--- src/include/mtic_regs.svh ---
`ifndef MTIC_REGS_SVH
`define MTIC_REGS_SVH
// Notes on behaviour
// - Target comes from one selected input mode
// - Serial targets accepted from USB or TTL
// - Analog 0 V to 5 V gives 0 to 4092
// - Pulse input counted in two-thirds microsecond ticks
// - Pulses 400-2600 us at 10-150 Hz
// - Update only after four valid pulses running
// - Stale pulse error after 120 ms silence
// - Input min/max map to target endpoints
// - Neutral band maps to neutral target
// - Range fault outside absolute low/high window
// - Invert swaps directions before scaling
// - Analog averages configurable samples per period
// - Overrun flagged when sampling outlasts period
// - Disconnect check drives aux low, expects 0
// - Fixed baud rate and optional command CRC; baud_div is writable in SER bits 31:16
// - Serial silence error; zero timeout disables
// - Processing runs once per loop period

// Register byte offsets
`define MTIC_OFF_CTRL   8'h00
`define MTIC_OFF_STATUS 8'h04
`define MTIC_OFF_MASK   8'h08
`define MTIC_OFF_ABS    8'h0C
`define MTIC_OFF_SPAN   8'h10
`define MTIC_OFF_NEU    8'h14
`define MTIC_OFF_TGT    8'h18
`define MTIC_OFF_TNEU   8'h1C
`define MTIC_OFF_LOOP   8'h20
`define MTIC_OFF_SER    8'h24
`define MTIC_OFF_CMD    8'h28
`define MTIC_OFF_STATE  8'h2C

// Field positions
`define MTIC_CTRL_MODE  1:0
`define MTIC_CTRL_INV   2
`define MTIC_CTRL_CRC   3
`define MTIC_CTRL_DISC  4
`define MTIC_LO         11:0
`define MTIC_HI         27:16
`define MTIC_LOOP_PER   19:0
`define MTIC_LOOP_SMP   26:24
`define MTIC_SER_TMO    15:0
`define MTIC_SER_BAUD   31:16
`define MTIC_ST_RANGE   0
`define MTIC_ST_STALE   1
`define MTIC_ST_SILENT  2
`define MTIC_ST_OVR     3

// Reset values and writable bits
`define MTIC_RST_CTRL   32'h0000_0000
`define MTIC_RST_ABS    32'h0FFF_0000
`define MTIC_RST_SPAN   32'h0FFF_0000
`define MTIC_RST_NEU    32'h0800_0800
`define MTIC_RST_TGT    32'h0FFF_0000
`define MTIC_RST_TNEU   32'h0000_0800
`define MTIC_RST_LOOP   32'h0701_86A0
`define MTIC_RST_SER    32'h0364_0000
`define MTIC_WM_CTRL    32'h0000_001F
`define MTIC_WM_PAIR    32'h0FFF_0FFF
`define MTIC_WM_TNEU    32'h0000_0FFF
`define MTIC_WM_LOOP    32'h070F_FFFF

// Timing
`define MTIC_CLK_HZ     100000000
`define MTIC_TICK_HZ    1500000
`define MTIC_TICK_NUM   (`MTIC_TICK_HZ / 500000)
`define MTIC_TICK_DEN   (`MTIC_CLK_HZ / 500000)
`define MTIC_STALE_MS   120
`define MTIC_STALE_CYC  ((`MTIC_CLK_HZ / 1000) * `MTIC_STALE_MS)
`define MTIC_PW_MIN_US  400
`define MTIC_PW_MAX_US  2600
`define MTIC_PW_MIN_TK  ((`MTIC_PW_MIN_US * (`MTIC_TICK_HZ / 1000) + 999) / 1000)
`define MTIC_PW_MAX_TK  ((`MTIC_PW_MAX_US * (`MTIC_TICK_HZ / 1000)) / 1000)
`define MTIC_FMIN_HZ    10
`define MTIC_FMAX_HZ    150
`define MTIC_PER_MIN_TK ((`MTIC_TICK_HZ + `MTIC_FMAX_HZ - 1) / `MTIC_FMAX_HZ)
`define MTIC_PER_MAX_TK (`MTIC_TICK_HZ / `MTIC_FMIN_HZ)
`define MTIC_RUN_NEED   4
`define MTIC_DISC_EVERY 16
`endif

--- src/include/mtic_pkg.sv ---
package mtic_pkg;
    typedef enum logic [1:0] {MODE_SERIAL, MODE_ANALOG, MODE_PULSE, MODE_SPARE} mtic_mode_t;

    typedef struct packed {
        logic        done;
        logic [9:0]  code;
    } mtic_adc_rsp_t;

    typedef struct packed {
        logic        valid;
        logic        crc_ok;
        logic [11:0] target;
    } mtic_ser_cmd_t;

    typedef struct packed {
        logic        valid;
        logic [11:0] target;
    } mtic_tgt_t;

    typedef struct packed {
        logic        rx_d;
        logic        seen;
        logic [12:0] hi_cnt;
        logic [17:0] per_cnt;
        logic [2:0]  run;
        logic        upd;
        logic [11:0] width;
    } mtic_pw_st_t;

    typedef struct packed {
        logic        pready;
        logic        pslverr;
        logic [31:0] prdata;
        logic        irq;
        logic [31:0] ctrl;
        logic [3:0]  status;
        logic [3:0]  mask;
        logic [31:0] absw;
        logic [31:0] spanw;
        logic [31:0] neuw;
        logic [31:0] tgtw;
        logic [31:0] tneuw;
        logic [31:0] loopw;
        logic [31:0] serw;
        logic [11:0] cmd_tgt;
        logic [19:0] loop_cnt;
        logic        an_busy;
        logic [7:0]  an_cnt;
        logic [19:0] an_sum;
        logic        adc_start;
        logic [3:0]  disc_cnt;
        logic        disc_now;
        logic        aux_out;
        logic        aux_oe_n;
        logic [11:0] raw_an;
        logic [11:0] raw;
        mtic_tgt_t   tgt;
        logic [15:0] ser_idle;
        logic [23:0] stale_cnt;
        logic [7:0]  phase;
        logic        tick15;
        logic        rx1;
        logic        rx2;
    } mtic_st_t;
endpackage

--- src/design/mtic_top.sv ---
// The implementer's own choices: the placing of the registers and register access over APB.
`timescale 1ns/10ps
`include "mtic_regs.svh"
module mtic_top #(
    parameter int unsigned STALE_CYC = `MTIC_STALE_CYC
) (
    // Clock and reset
    input  wire logic                   core_clk,
    input  wire logic                   resetn,
    // APB slave
    input  wire logic [7:0]             paddr,
    input  wire logic                   psel,
    input  wire logic                   penable,
    input  wire logic                   pwrite,
    input  wire logic [31:0]            pwdata,
    output logic [31:0]                 prdata,
    output logic                        pready,
    output logic                        pslverr,
    output logic                        irq,
    // Receive pin and auxiliary pin
    input  wire logic                   rx_pin,
    output logic                        aux_out,
    output logic                        aux_oe_n,
    // Converter
    output logic                        adc_start,
    input  wire mtic_pkg::mtic_adc_rsp_t adc_rsp,
    // Serial command front end
    input  wire mtic_pkg::mtic_ser_cmd_t ser_cmd,
    output logic [15:0]                 baud_div,
    output logic                        crc_en,
    // Target to the loop
    output mtic_pkg::mtic_tgt_t         target
);
    mtic_pkg::mtic_st_t s;
    mtic_pkg::mtic_st_t next_s;
    logic               pw_upd;
    logic [11:0]        pw_width;
    logic [11:0]        raw_pw;

    assign prdata    = s.prdata;
    assign pready    = s.pready;
    assign pslverr   = s.pslverr;
    assign irq       = s.irq;
    assign aux_out   = s.aux_out;
    assign aux_oe_n  = s.aux_oe_n;
    assign adc_start = s.adc_start;
    assign baud_div  = s.serw[`MTIC_SER_BAUD];
    assign crc_en    = s.ctrl[`MTIC_CTRL_CRC];
    assign target    = s.tgt;

    mtic_pulse u_pulse (
        .core_clk (core_clk),
        .resetn   (resetn),
        .tick     (s.tick15),
        .rx       (s.rx2),
        .upd      (pw_upd),
        .width    (pw_width)
    );

    ////////////////////////////////////////////////////////////////////////////////
    // Straight-line interpolation; a flat or reversed span yields the start point
    function automatic logic [11:0] mtic_lerp(input logic [11:0] x,
                                              input logic [11:0] x0,
                                              input logic [11:0] x1,
                                              input logic [11:0] y0,
                                              input logic [11:0] y1);
        logic signed [13:0] dx;
        logic signed [13:0] dy;
        logic signed [13:0] sp;
        logic signed [27:0] q;
        begin
            dx = $signed({2'b00, x}) - $signed({2'b00, x0});
            dy = $signed({2'b00, y1}) - $signed({2'b00, y0});
            sp = $signed({2'b00, x1}) - $signed({2'b00, x0});
            if (sp <= 14'sd0) begin
                mtic_lerp = y0;
            end else begin
                q = (dx * dy) / sp;
                q = q + $signed({16'h0000, y0});
                mtic_lerp = q[11:0];
            end
        end
    endfunction

    ////////////////////////////////////////////////////////////////////////////////
    logic              acc_ph;
    logic              wr;
    logic [3:0]        clr;
    logic [3:0]        set;
    logic              loop_tick;
    logic              ser_ok;
    logic [11:0]       r;
    logic [11:0]       t_lo;
    logic [11:0]       t_hi;
    logic [11:0]       t_map;
    logic [19:0]       sum;
    logic [7:0]        need;
    logic [2:0]        lg;
    mtic_pkg::mtic_mode_t mode;

    // Pulse result is held here so a mode change keeps the last good width
    logic [11:0] pw_hold;
    always_ff @(posedge core_clk or negedge resetn) begin
        if (!resetn) begin
            pw_hold <= 12'h000;
        end else if (pw_upd) begin
            pw_hold <= pw_width;
        end
    end
    assign raw_pw = pw_hold;

    always_comb begin
        next_s    = s;
        mode      = mtic_pkg::mtic_mode_t'(s.ctrl[`MTIC_CTRL_MODE]);
        lg        = s.loopw[`MTIC_LOOP_SMP];
        need      = 8'h01 << lg;
        set       = 4'h0;
        clr       = 4'h0;
        acc_ph    = 1'b0;
        sum       = 20'h0_0000;
        r         = 12'h000;
        t_lo      = 12'h000;
        t_hi      = 12'h000;
        t_map     = 12'h000;
        ser_ok    = 1'b0;
        loop_tick = 1'b0;

        // Pin synchroniser, then a 3/200 phase step for an exact 1.5 MHz mean rate
        next_s.rx1    = rx_pin;
        next_s.rx2    = s.rx1;
        next_s.tick15 = 1'b0;
        if (s.phase >= 8'(`MTIC_TICK_DEN - `MTIC_TICK_NUM)) begin
            next_s.phase  = s.phase - 8'(`MTIC_TICK_DEN - `MTIC_TICK_NUM);
            next_s.tick15 = 1'b1;
        end else begin
            next_s.phase = s.phase + 8'(`MTIC_TICK_NUM);
        end

        // APB: one wait state, registered answer
        wr             = psel && penable && s.pready && pwrite;
        next_s.pready  = psel && penable && !s.pready;
        next_s.pslverr = 1'b0;
        if (psel && penable && !s.pready && !pwrite) begin
            next_s.prdata = 32'h0000_0000;
            case (paddr)
                `MTIC_OFF_CTRL:   next_s.prdata = s.ctrl;
                `MTIC_OFF_STATUS: next_s.prdata = {28'h000_0000, s.status};
                `MTIC_OFF_MASK:   next_s.prdata = {28'h000_0000, s.mask};
                `MTIC_OFF_ABS:    next_s.prdata = s.absw;
                `MTIC_OFF_SPAN:   next_s.prdata = s.spanw;
                `MTIC_OFF_NEU:    next_s.prdata = s.neuw;
                `MTIC_OFF_TGT:    next_s.prdata = s.tgtw;
                `MTIC_OFF_TNEU:   next_s.prdata = s.tneuw;
                `MTIC_OFF_LOOP:   next_s.prdata = s.loopw;
                `MTIC_OFF_SER:    next_s.prdata = s.serw;
                `MTIC_OFF_CMD:    next_s.prdata = {20'h0_0000, s.cmd_tgt};
                `MTIC_OFF_STATE:  next_s.prdata = {s.an_busy, 3'h0, s.tgt.target,
                                                   4'h0, s.raw};
                default:          next_s.pslverr = 1'b1;
            endcase
        end
        if (wr) begin
            case (paddr)
                `MTIC_OFF_CTRL:   next_s.ctrl  = pwdata & `MTIC_WM_CTRL;
                `MTIC_OFF_STATUS: clr          = pwdata[3:0];
                `MTIC_OFF_MASK:   next_s.mask  = pwdata[3:0];
                `MTIC_OFF_ABS:    next_s.absw  = pwdata & `MTIC_WM_PAIR;
                `MTIC_OFF_SPAN:   next_s.spanw = pwdata & `MTIC_WM_PAIR;
                `MTIC_OFF_NEU:    next_s.neuw  = pwdata & `MTIC_WM_PAIR;
                `MTIC_OFF_TGT:    next_s.tgtw  = pwdata & `MTIC_WM_PAIR;
                `MTIC_OFF_TNEU:   next_s.tneuw = pwdata & `MTIC_WM_TNEU;
                `MTIC_OFF_LOOP:   next_s.loopw = pwdata & `MTIC_WM_LOOP;
                `MTIC_OFF_SER:    next_s.serw  = pwdata;
                `MTIC_OFF_CMD:    next_s.cmd_tgt = pwdata[11:0];
                default:          next_s.cmd_tgt = s.cmd_tgt;
            endcase
        end

        // Serial target from either port; with CRC on, a bad check drops the command
        if (ser_cmd.valid && (ser_cmd.crc_ok || !s.ctrl[`MTIC_CTRL_CRC])) begin
            ser_ok         = 1'b1;
            next_s.cmd_tgt = ser_cmd.target;
        end

        // Loop period divider
        if (s.loop_cnt + 20'h0_0001 >= s.loopw[`MTIC_LOOP_PER]) begin
            next_s.loop_cnt = 20'h0_0000;
            loop_tick       = 1'b1;
        end else begin
            next_s.loop_cnt = s.loop_cnt + 20'h0_0001;
        end

        // Analog batch: one converter request at a time
        next_s.adc_start = 1'b0;
        if (s.an_busy && adc_rsp.done) begin
            sum           = s.an_sum + {8'h00, adc_rsp.code, 2'b00};
            next_s.an_sum = sum;
            next_s.an_cnt = s.an_cnt + 8'h01;
            if (s.an_cnt + 8'h01 >= need) begin
                next_s.an_busy  = 1'b0;
                next_s.aux_out  = 1'b1;
                if (s.disc_now) begin
                    if ((sum >> lg) != 20'h0_0000)
                        set[`MTIC_ST_RANGE] = 1'b1;
                end else begin
                    next_s.raw_an = 12'(sum >> lg);
                end
                next_s.disc_now = 1'b0;
            end else begin
                next_s.adc_start = 1'b1;
            end
        end
        next_s.aux_oe_n = !s.ctrl[`MTIC_CTRL_DISC];

        if (loop_tick) begin
            if (mode == mtic_pkg::MODE_ANALOG) begin
                // Late batch is dropped and restarted so the input stays periodic
                if (s.an_busy)
                    set[`MTIC_ST_OVR] = 1'b1;
                next_s.an_busy   = 1'b1;
                next_s.an_cnt    = 8'h00;
                next_s.an_sum    = 20'h0_0000;
                next_s.adc_start = 1'b1;
                next_s.disc_cnt  = s.disc_cnt + 4'h1;
                if (s.ctrl[`MTIC_CTRL_DISC] && s.disc_cnt == 4'(`MTIC_DISC_EVERY - 1)) begin
                    next_s.disc_now = 1'b1;
                    next_s.aux_out  = 1'b0;
                end else begin
                    next_s.disc_now = 1'b0;
                    next_s.aux_out  = 1'b1;
                end
            end else begin
                next_s.an_busy  = 1'b0;
                next_s.disc_now = 1'b0;
                next_s.aux_out  = 1'b1;
            end

            // Pick the one active source
            case (mode)
                mtic_pkg::MODE_ANALOG: r = s.raw_an;
                mtic_pkg::MODE_PULSE:  r = raw_pw;
                default:               r = s.cmd_tgt;
            endcase
            next_s.raw = r;

            // Invert swaps which endpoint each side of neutral reaches
            t_lo = s.ctrl[`MTIC_CTRL_INV] ? s.tgtw[`MTIC_HI] : s.tgtw[`MTIC_LO];
            t_hi = s.ctrl[`MTIC_CTRL_INV] ? s.tgtw[`MTIC_LO] : s.tgtw[`MTIC_HI];
            if (r <= s.spanw[`MTIC_LO])
                t_map = t_lo;
            else if (r >= s.spanw[`MTIC_HI])
                t_map = t_hi;
            else if (r >= s.neuw[`MTIC_LO] && r <= s.neuw[`MTIC_HI])
                t_map = s.tneuw[`MTIC_LO];
            else if (r < s.neuw[`MTIC_LO])
                t_map = mtic_lerp(r, s.spanw[`MTIC_LO], s.neuw[`MTIC_LO],
                                  t_lo, s.tneuw[`MTIC_LO]);
            else
                t_map = mtic_lerp(r, s.neuw[`MTIC_HI], s.spanw[`MTIC_HI],
                                  s.tneuw[`MTIC_LO], t_hi);

            // Serial commands set the target directly, unscaled
            if (mode == mtic_pkg::MODE_SERIAL || mode == mtic_pkg::MODE_SPARE) begin
                next_s.tgt.target = s.cmd_tgt;
            end else begin
                next_s.tgt.target = t_map;
                if (r < s.absw[`MTIC_LO] || r > s.absw[`MTIC_HI])
                    set[`MTIC_ST_RANGE] = 1'b1;
            end

            // Silence measured in loop periods
            if (ser_ok)
                next_s.ser_idle = 16'h0000;
            else if (s.ser_idle != 16'hFFFF)
                next_s.ser_idle = s.ser_idle + 16'h0001;
            if (mode == mtic_pkg::MODE_SERIAL && s.serw[`MTIC_SER_TMO] != 16'h0000
                && s.ser_idle >= s.serw[`MTIC_SER_TMO])
                set[`MTIC_ST_SILENT] = 1'b1;
        end else if (ser_ok) begin
            next_s.ser_idle = 16'h0000;
        end
        // Never leave the pin pulled low once the check is switched off
        if (!s.ctrl[`MTIC_CTRL_DISC])
            next_s.aux_out = 1'b1;
        next_s.tgt.valid = loop_tick;

        // Stale pulse watch
        if (pw_upd || mode != mtic_pkg::MODE_PULSE)
            next_s.stale_cnt = 24'h00_0000;
        else if (s.stale_cnt != 24'hFF_FFFF)
            next_s.stale_cnt = s.stale_cnt + 24'h00_0001;
        if (mode == mtic_pkg::MODE_PULSE && s.stale_cnt > 24'(STALE_CYC))
            set[`MTIC_ST_STALE] = 1'b1;

        // Sticky flags: a new event beats a clear in the same cycle
        next_s.status = (s.status & ~clr) | set;
        next_s.irq    = |(next_s.status & next_s.mask);
    end

    always_ff @(posedge core_clk or negedge resetn) begin
        if (!resetn) begin
            s          <= '0;
            s.ctrl     <= `MTIC_RST_CTRL;
            s.absw     <= `MTIC_RST_ABS;
            s.spanw    <= `MTIC_RST_SPAN;
            s.neuw     <= `MTIC_RST_NEU;
            s.tgtw     <= `MTIC_RST_TGT;
            s.tneuw    <= `MTIC_RST_TNEU;
            s.loopw    <= `MTIC_RST_LOOP;
            s.serw     <= `MTIC_RST_SER;
            s.aux_out  <= 1'b1;
            s.aux_oe_n <= 1'b1;
            s.cmd_tgt  <= 12'h800;
        end else begin
            s <= next_s;
        end
    end
endmodule

--- src/design/mtic_pulse.sv ---
`timescale 1ns/10ps
`include "mtic_regs.svh"
module mtic_pulse (
    // Clock and reset
    input  wire logic        core_clk,
    input  wire logic        resetn,
    // Tick and synchronised receive level
    input  wire logic        tick,
    input  wire logic        rx,
    // Accepted width
    output logic             upd,
    output logic [11:0]      width
);
    mtic_pkg::mtic_pw_st_t s;
    mtic_pkg::mtic_pw_st_t next_s;

    assign upd   = s.upd;
    assign width = s.width;

    always_comb begin
        next_s     = s;
        next_s.upd = 1'b0;
        if (tick) begin
            next_s.rx_d = rx;
            if (s.per_cnt != 18'h3_FFFF)
                next_s.per_cnt = s.per_cnt + 18'h0_0001;
            if (rx && s.hi_cnt != 13'h1FFF)
                next_s.hi_cnt = s.hi_cnt + 13'h0001;
            // No edge for too long: the repetition rate is below limit
            if (s.per_cnt > 18'(`MTIC_PER_MAX_TK))
                next_s.run = 3'h0;
            if (rx && !s.rx_d) begin
                if (s.seen && (s.per_cnt < 18'(`MTIC_PER_MIN_TK)
                               || s.per_cnt > 18'(`MTIC_PER_MAX_TK)))
                    next_s.run = 3'h0;
                next_s.seen    = 1'b1;
                next_s.per_cnt = 18'h0_0000;
                next_s.hi_cnt  = 13'h0001;
            end
            if (!rx && s.rx_d && s.seen) begin
                if (s.hi_cnt >= 13'(`MTIC_PW_MIN_TK) && s.hi_cnt <= 13'(`MTIC_PW_MAX_TK)) begin
                    if (s.run != 3'(`MTIC_RUN_NEED))
                        next_s.run = s.run + 3'h1;
                    if (s.run >= 3'(`MTIC_RUN_NEED - 1)) begin
                        next_s.upd   = 1'b1;
                        next_s.width = s.hi_cnt[11:0];
                    end
                end else begin
                    next_s.run = 3'h0;
                end
            end
        end
    end

    always_ff @(posedge core_clk or negedge resetn) begin
        if (!resetn) begin
            s <= '0;
        end else begin
            s <= next_s;
        end
    end
endmodule

--- config.mk ---
export PLATFORM = sky130hd
export DESIGN_NAME = mtic_top
export DESIGN_NICKNAME = d
export VERILOG_FILES = /design/src/include/mtic_pkg.sv /design/src/design/mtic_top.sv /design/src/design/mtic_pulse.sv
export VERILOG_INCLUDE_DIRS = /design/src /design/src/include
export SDC_FILE = /design/constraint.sdc
export NUM_CORES = 2
export LEC_CHECK = 0
export BUFFER_PORTS_ARGS = -buffer_cell sky130_fd_sc_hd__buf_2
export CAP_MARGIN = 20
export CELL_PAD_IN_SITES_DETAIL_PLACEMENT = 0
export CELL_PAD_IN_SITES_GLOBAL_PLACEMENT = 1
export CORE_MARGIN = 2
export CORE_UTILIZATION = 51
export CTS_BUF_LIST = sky130_fd_sc_hd__clkbuf_4 sky130_fd_sc_hd__clkbuf_8
export CTS_CLUSTER_DIAMETER = 40
export DETAILED_ROUTE_END_ITERATION = 12
export PLACE_DENSITY = 0.94
export SYNTH_ARGS = -nofsm -noshare
export SYNTH_HDL_FRONTEND = slang
export SYNTH_SLANG_ARGS = --single-unit
--- constraint.sdc ---
create_clock -name core_clk -period 79.5 [get_ports core_clk]
set_input_delay 0 -clock core_clk [delete_from_list [all_inputs] [get_ports core_clk]]
set_output_delay 0 -clock core_clk [all_outputs]
set_load 0.005 [all_outputs]
==> results.md <==
* GPL Wtd Cong at 1.032
* Port Buffers at 138
* Largest family of logic cells by synthesized area: adder cells
* Synth Area in Compound Gates at 0.2377
* Root Driver: clkbuf_8
* Synth Area in Adders at 0.2506
* Remaining antenna violation count at 0
* Final setup violation count at 0
* Layout cells sized above 1 at 0.1447
* DP HPWL at 236.5 mm
* Antenna violations before repair at 15
* Setup WS pre-CTS at -2.128 ns
* DRC at 2
* Mux share of post-synthesis cell area at 0.05773
* Startpoint types: flop
* Pre-Repair DR Iteration Count at 12
* Initial DRC Count at 8623
* Violated checks: DRC
* PnR worst setup slack at 4.007 ns
* Num CTS Buffers at 76
* Initial core utilization at 0.5142
* Count of cell types in the netlist at 113
* Synth Area in Simple Gates at 0.2017
* CTS tree: built
* Cells after Synth at 10820
* Fin Setup TNS at 0 ns
* Die Ht at 412.1 um
* Area Overhead vs Synth at 13.42%
* Area contributors post-synth: ha_1, dfrtp_1, fa_1, nor2_1, mux2_2
* Largest area contributor in the netlist: ha_1
* Hold Crit Class: in2reg
* Die ar. at 169800 um2
* Fin. Hold Viols at 0
* Share of the synthesized area in the top cell type at 0.1716
* Fmax at 13.25 MHz
* Post-synth top flop: dfrtp_1
* Routed vias at 87750
* CTS HTree Levels at 3
* Worst path max stage delay at 0.61 ns
* DR WL/cell at 21.62 um
* # Max-Cap Violations at 0
* Worst skew pair latency at 0.69 ns
* Register area share after synthesis at 0.1266
* Number of global-route vias before repair at 84900
* Crit path max fanout at 25
* Relative slew margins at 0.2111
* Critical Path Sink Type: flop
* Post-layout util at 0.5832
* Fin crit period at 75.49 ns
* Core area at 165200 um2
* Most used cell along the critical path: ha_1
* IO Pins at 139
* Slowest cell on crit path: fa_1
* WL final at 299.8 mm
* CTS sink cnt at 427
* GRT Util Overall at 0.3383
* Vias per inst at 6.328
* Post-synthesis xor/xnor area fraction at 0.07300
* Fin nets at 13180
* Clk slew on worst S/H paths at 0.06 ns
* Die width at 412.1 um
* Status: finished, violations left
* WP data required at 80.12 ns
* Worst EP arrival at 76.11 ns
* Syn avg cell area at 7.847 um2
* Number of synthesized register bits at 427
* Final period utilization at 0.9496
* WS Path Type: reg2reg
* Syn Std Cell Area at 84930 um2
* Number of flops mapped to enable cells by yosys at 0
* Slew @ Worst Pin at 1.171 ns
* Clock Path Buffers at 3
* Gr ovfl total at 0
* First-pass GRT wire length at 462.8 mm
* YS warnings at 0
* Slew Limit Fails at 0
* Post-synth ARST share at 1.000
* Clk_skew at 0.06806 ns
* Largest net degree at the start of global routing at 81
* Site Rows at 149
layer usage:
layer | vias to the layer above | wire length, um | GRT usage
li1 | 40480 | - | -
met1 | 41710 | 117400 | 0.4222
met4 | 16 | 20470 | 0.1948
met3 | 1159 | 29790 | 0.07068
met2 | 4386 | 132000 | 0.5402
met5 | - | 122 | 0.001413
path summary, 6_finish.rpt:
check                      startpoint  depth (start not counted)          to  slack, ns
max in group asynchronous      resetn                          7      s[273]      76.34
hold / removal             adc_rsp[9]                          6      s[108]       0.05
setup reg to reg              mode[0]                        332  target[11]       4.01
hold reg to reg             next_s[0]                          0        s[0]       0.42
min in group asynchronous      resetn                          3   next_s[0]       0.40
setup / recovery              mode[0]                        332  target[11]       4.01
logic make-up (layout without fill, tap and decap cells):
family                     Yosys count  in the layout
AOI/OAI and AO/OA                 3005           3006
other                                2            256
muxes                              442            442
buffers and inverters             1122           1721
DFF                                427            427
and+or+nand+nor                   3619           3620
adders and majority gates         1500           1500
xor gates and xnor gates           707            707
layout by cell type (no fill, tap or decap), types with 61 or more instances in the layout:
master | netlist | layout
o21a_1 | 307 | 303
dfrtp_1 | 371 | 371
ha_1 | 1165 | 1162
and3_1 | 94 | 93
nand2b_1 | 127 | 127
fa_1 | 335 | 335
a22oi_1 | 62 | 61
inv_1 | 732 | 730
a31oi_1 | 155 | 145
o21bai_1 | 83 | 82
nor2_1 | 1143 | 1125
buf_4 | 62 | 614
conb_1 | 2 | 244
mux2i_1 | 86 | 81
clkbuf_8 | 0 | 93
nand4_1 | 133 | 133
a21o_1 | 372 | 371
dlygate4sd3_1 | 0 | 83
buf_2 | 14 | 137
a211oi_1 | 87 | 76
o211ai_1 | 84 | 84
xnor2_1 | 439 | 423
o31ai_1 | 76 | 65
or2_2 | 94 | 93
and2_1 | 99 | 99
nor3_1 | 324 | 318
xor2_1 | 267 | 260
a21oi_1 | 669 | 650
nand2_1 | 895 | 889
o21ai_0 | 525 | 497
or3_1 | 152 | 152
nand3_1 | 233 | 233
nor2b_1 | 151 | 146
mux2_2 | 353 | 353
registers in the layout, indices dropped and copies added (netlist names), 2 cells and up:
signal and cells:
prdata 32, lg 3, u_pulse.width 12, mode 2, s 292, baud_div 16
u_pulse.s 36, target 13, pw_hold 12
worst max-delay path: cells and delay by family (launching register included):
kind / cells / cell delay, ns
and+or+nand+nor: 84 / 15.33
muxes: 6 / 1.85
xor gates and xnor gates: 5 / 0.98
adders and majority gates: 37 / 12.68
DFF: 1 / 0.40
buffers and inverters: 26 / 4.70
AOI/OAI and AO/OA: 174 / 39.27
cells in the mapped netlist, types with 49 or more instances:
cell	count
a21oi_1	669
fa_1	335
o21ai_0	525
nand2_1	895
o31ai_1	76
or3_1	152
a22oi_1	62
nand4_1	133
nand2b_1	127
ha_1	1165
a221oi_1	53
buf_4	62
o21a_1	307
a31oi_1	155
xor2_1	267
a21o_1	372
o21bai_1	83
xnor2_1	439
nand3_1	233
and2_1	99
nor2b_1	151
nor3_1	324
and3_1	94
mux2i_1	86
inv_1	732
nor2_1	1143
or2_2	94
clkbuf_1	276
a211oi_1	87
nor4_1	49
o211ai_1	84
mux2_2	353
dfrtp_1	371
dfstp_2	56
cell type report:
class	count	area, um2
multi-input cells	9519	71870
clock inverters	26	402.9
inverters	736	2770
repair inverters	1	7.507
well taps	2189	2739
diodes	12	30.03
fillers	14720	68850
repair buffers	846	6327
flip-flops and latches	427	10760
clock buffers	112	1423
per-stage QoR:
stage,hold slack (ns),instance area (um2),cells
6_report,0.05189,96330,13870
5_1_grt,0.09421,96310,13860
4_1_cts,0.01704,95110,13820
3_5_place_dp,0.02037,92320,13590
3_3_place_gp,0.02489,92290,13590
2_1_floorplan,-0.2956,85840,11070
repair_timing:
action / 4_1_cts / 5_1_grt
resized for setup: 27 / 198
hold buffers: 84 / 0
setup buffers: 0 / 33
endpoints found under the setup margin: 12 / 12
pin swaps: 0 / 18
cloned: 1 / 2
hold endpoints to repair: 299 / 0
Power is left out: the tool's default activity adds up to more than one toggle a clock period on the data nets, which glitch-free logic cannot reach.
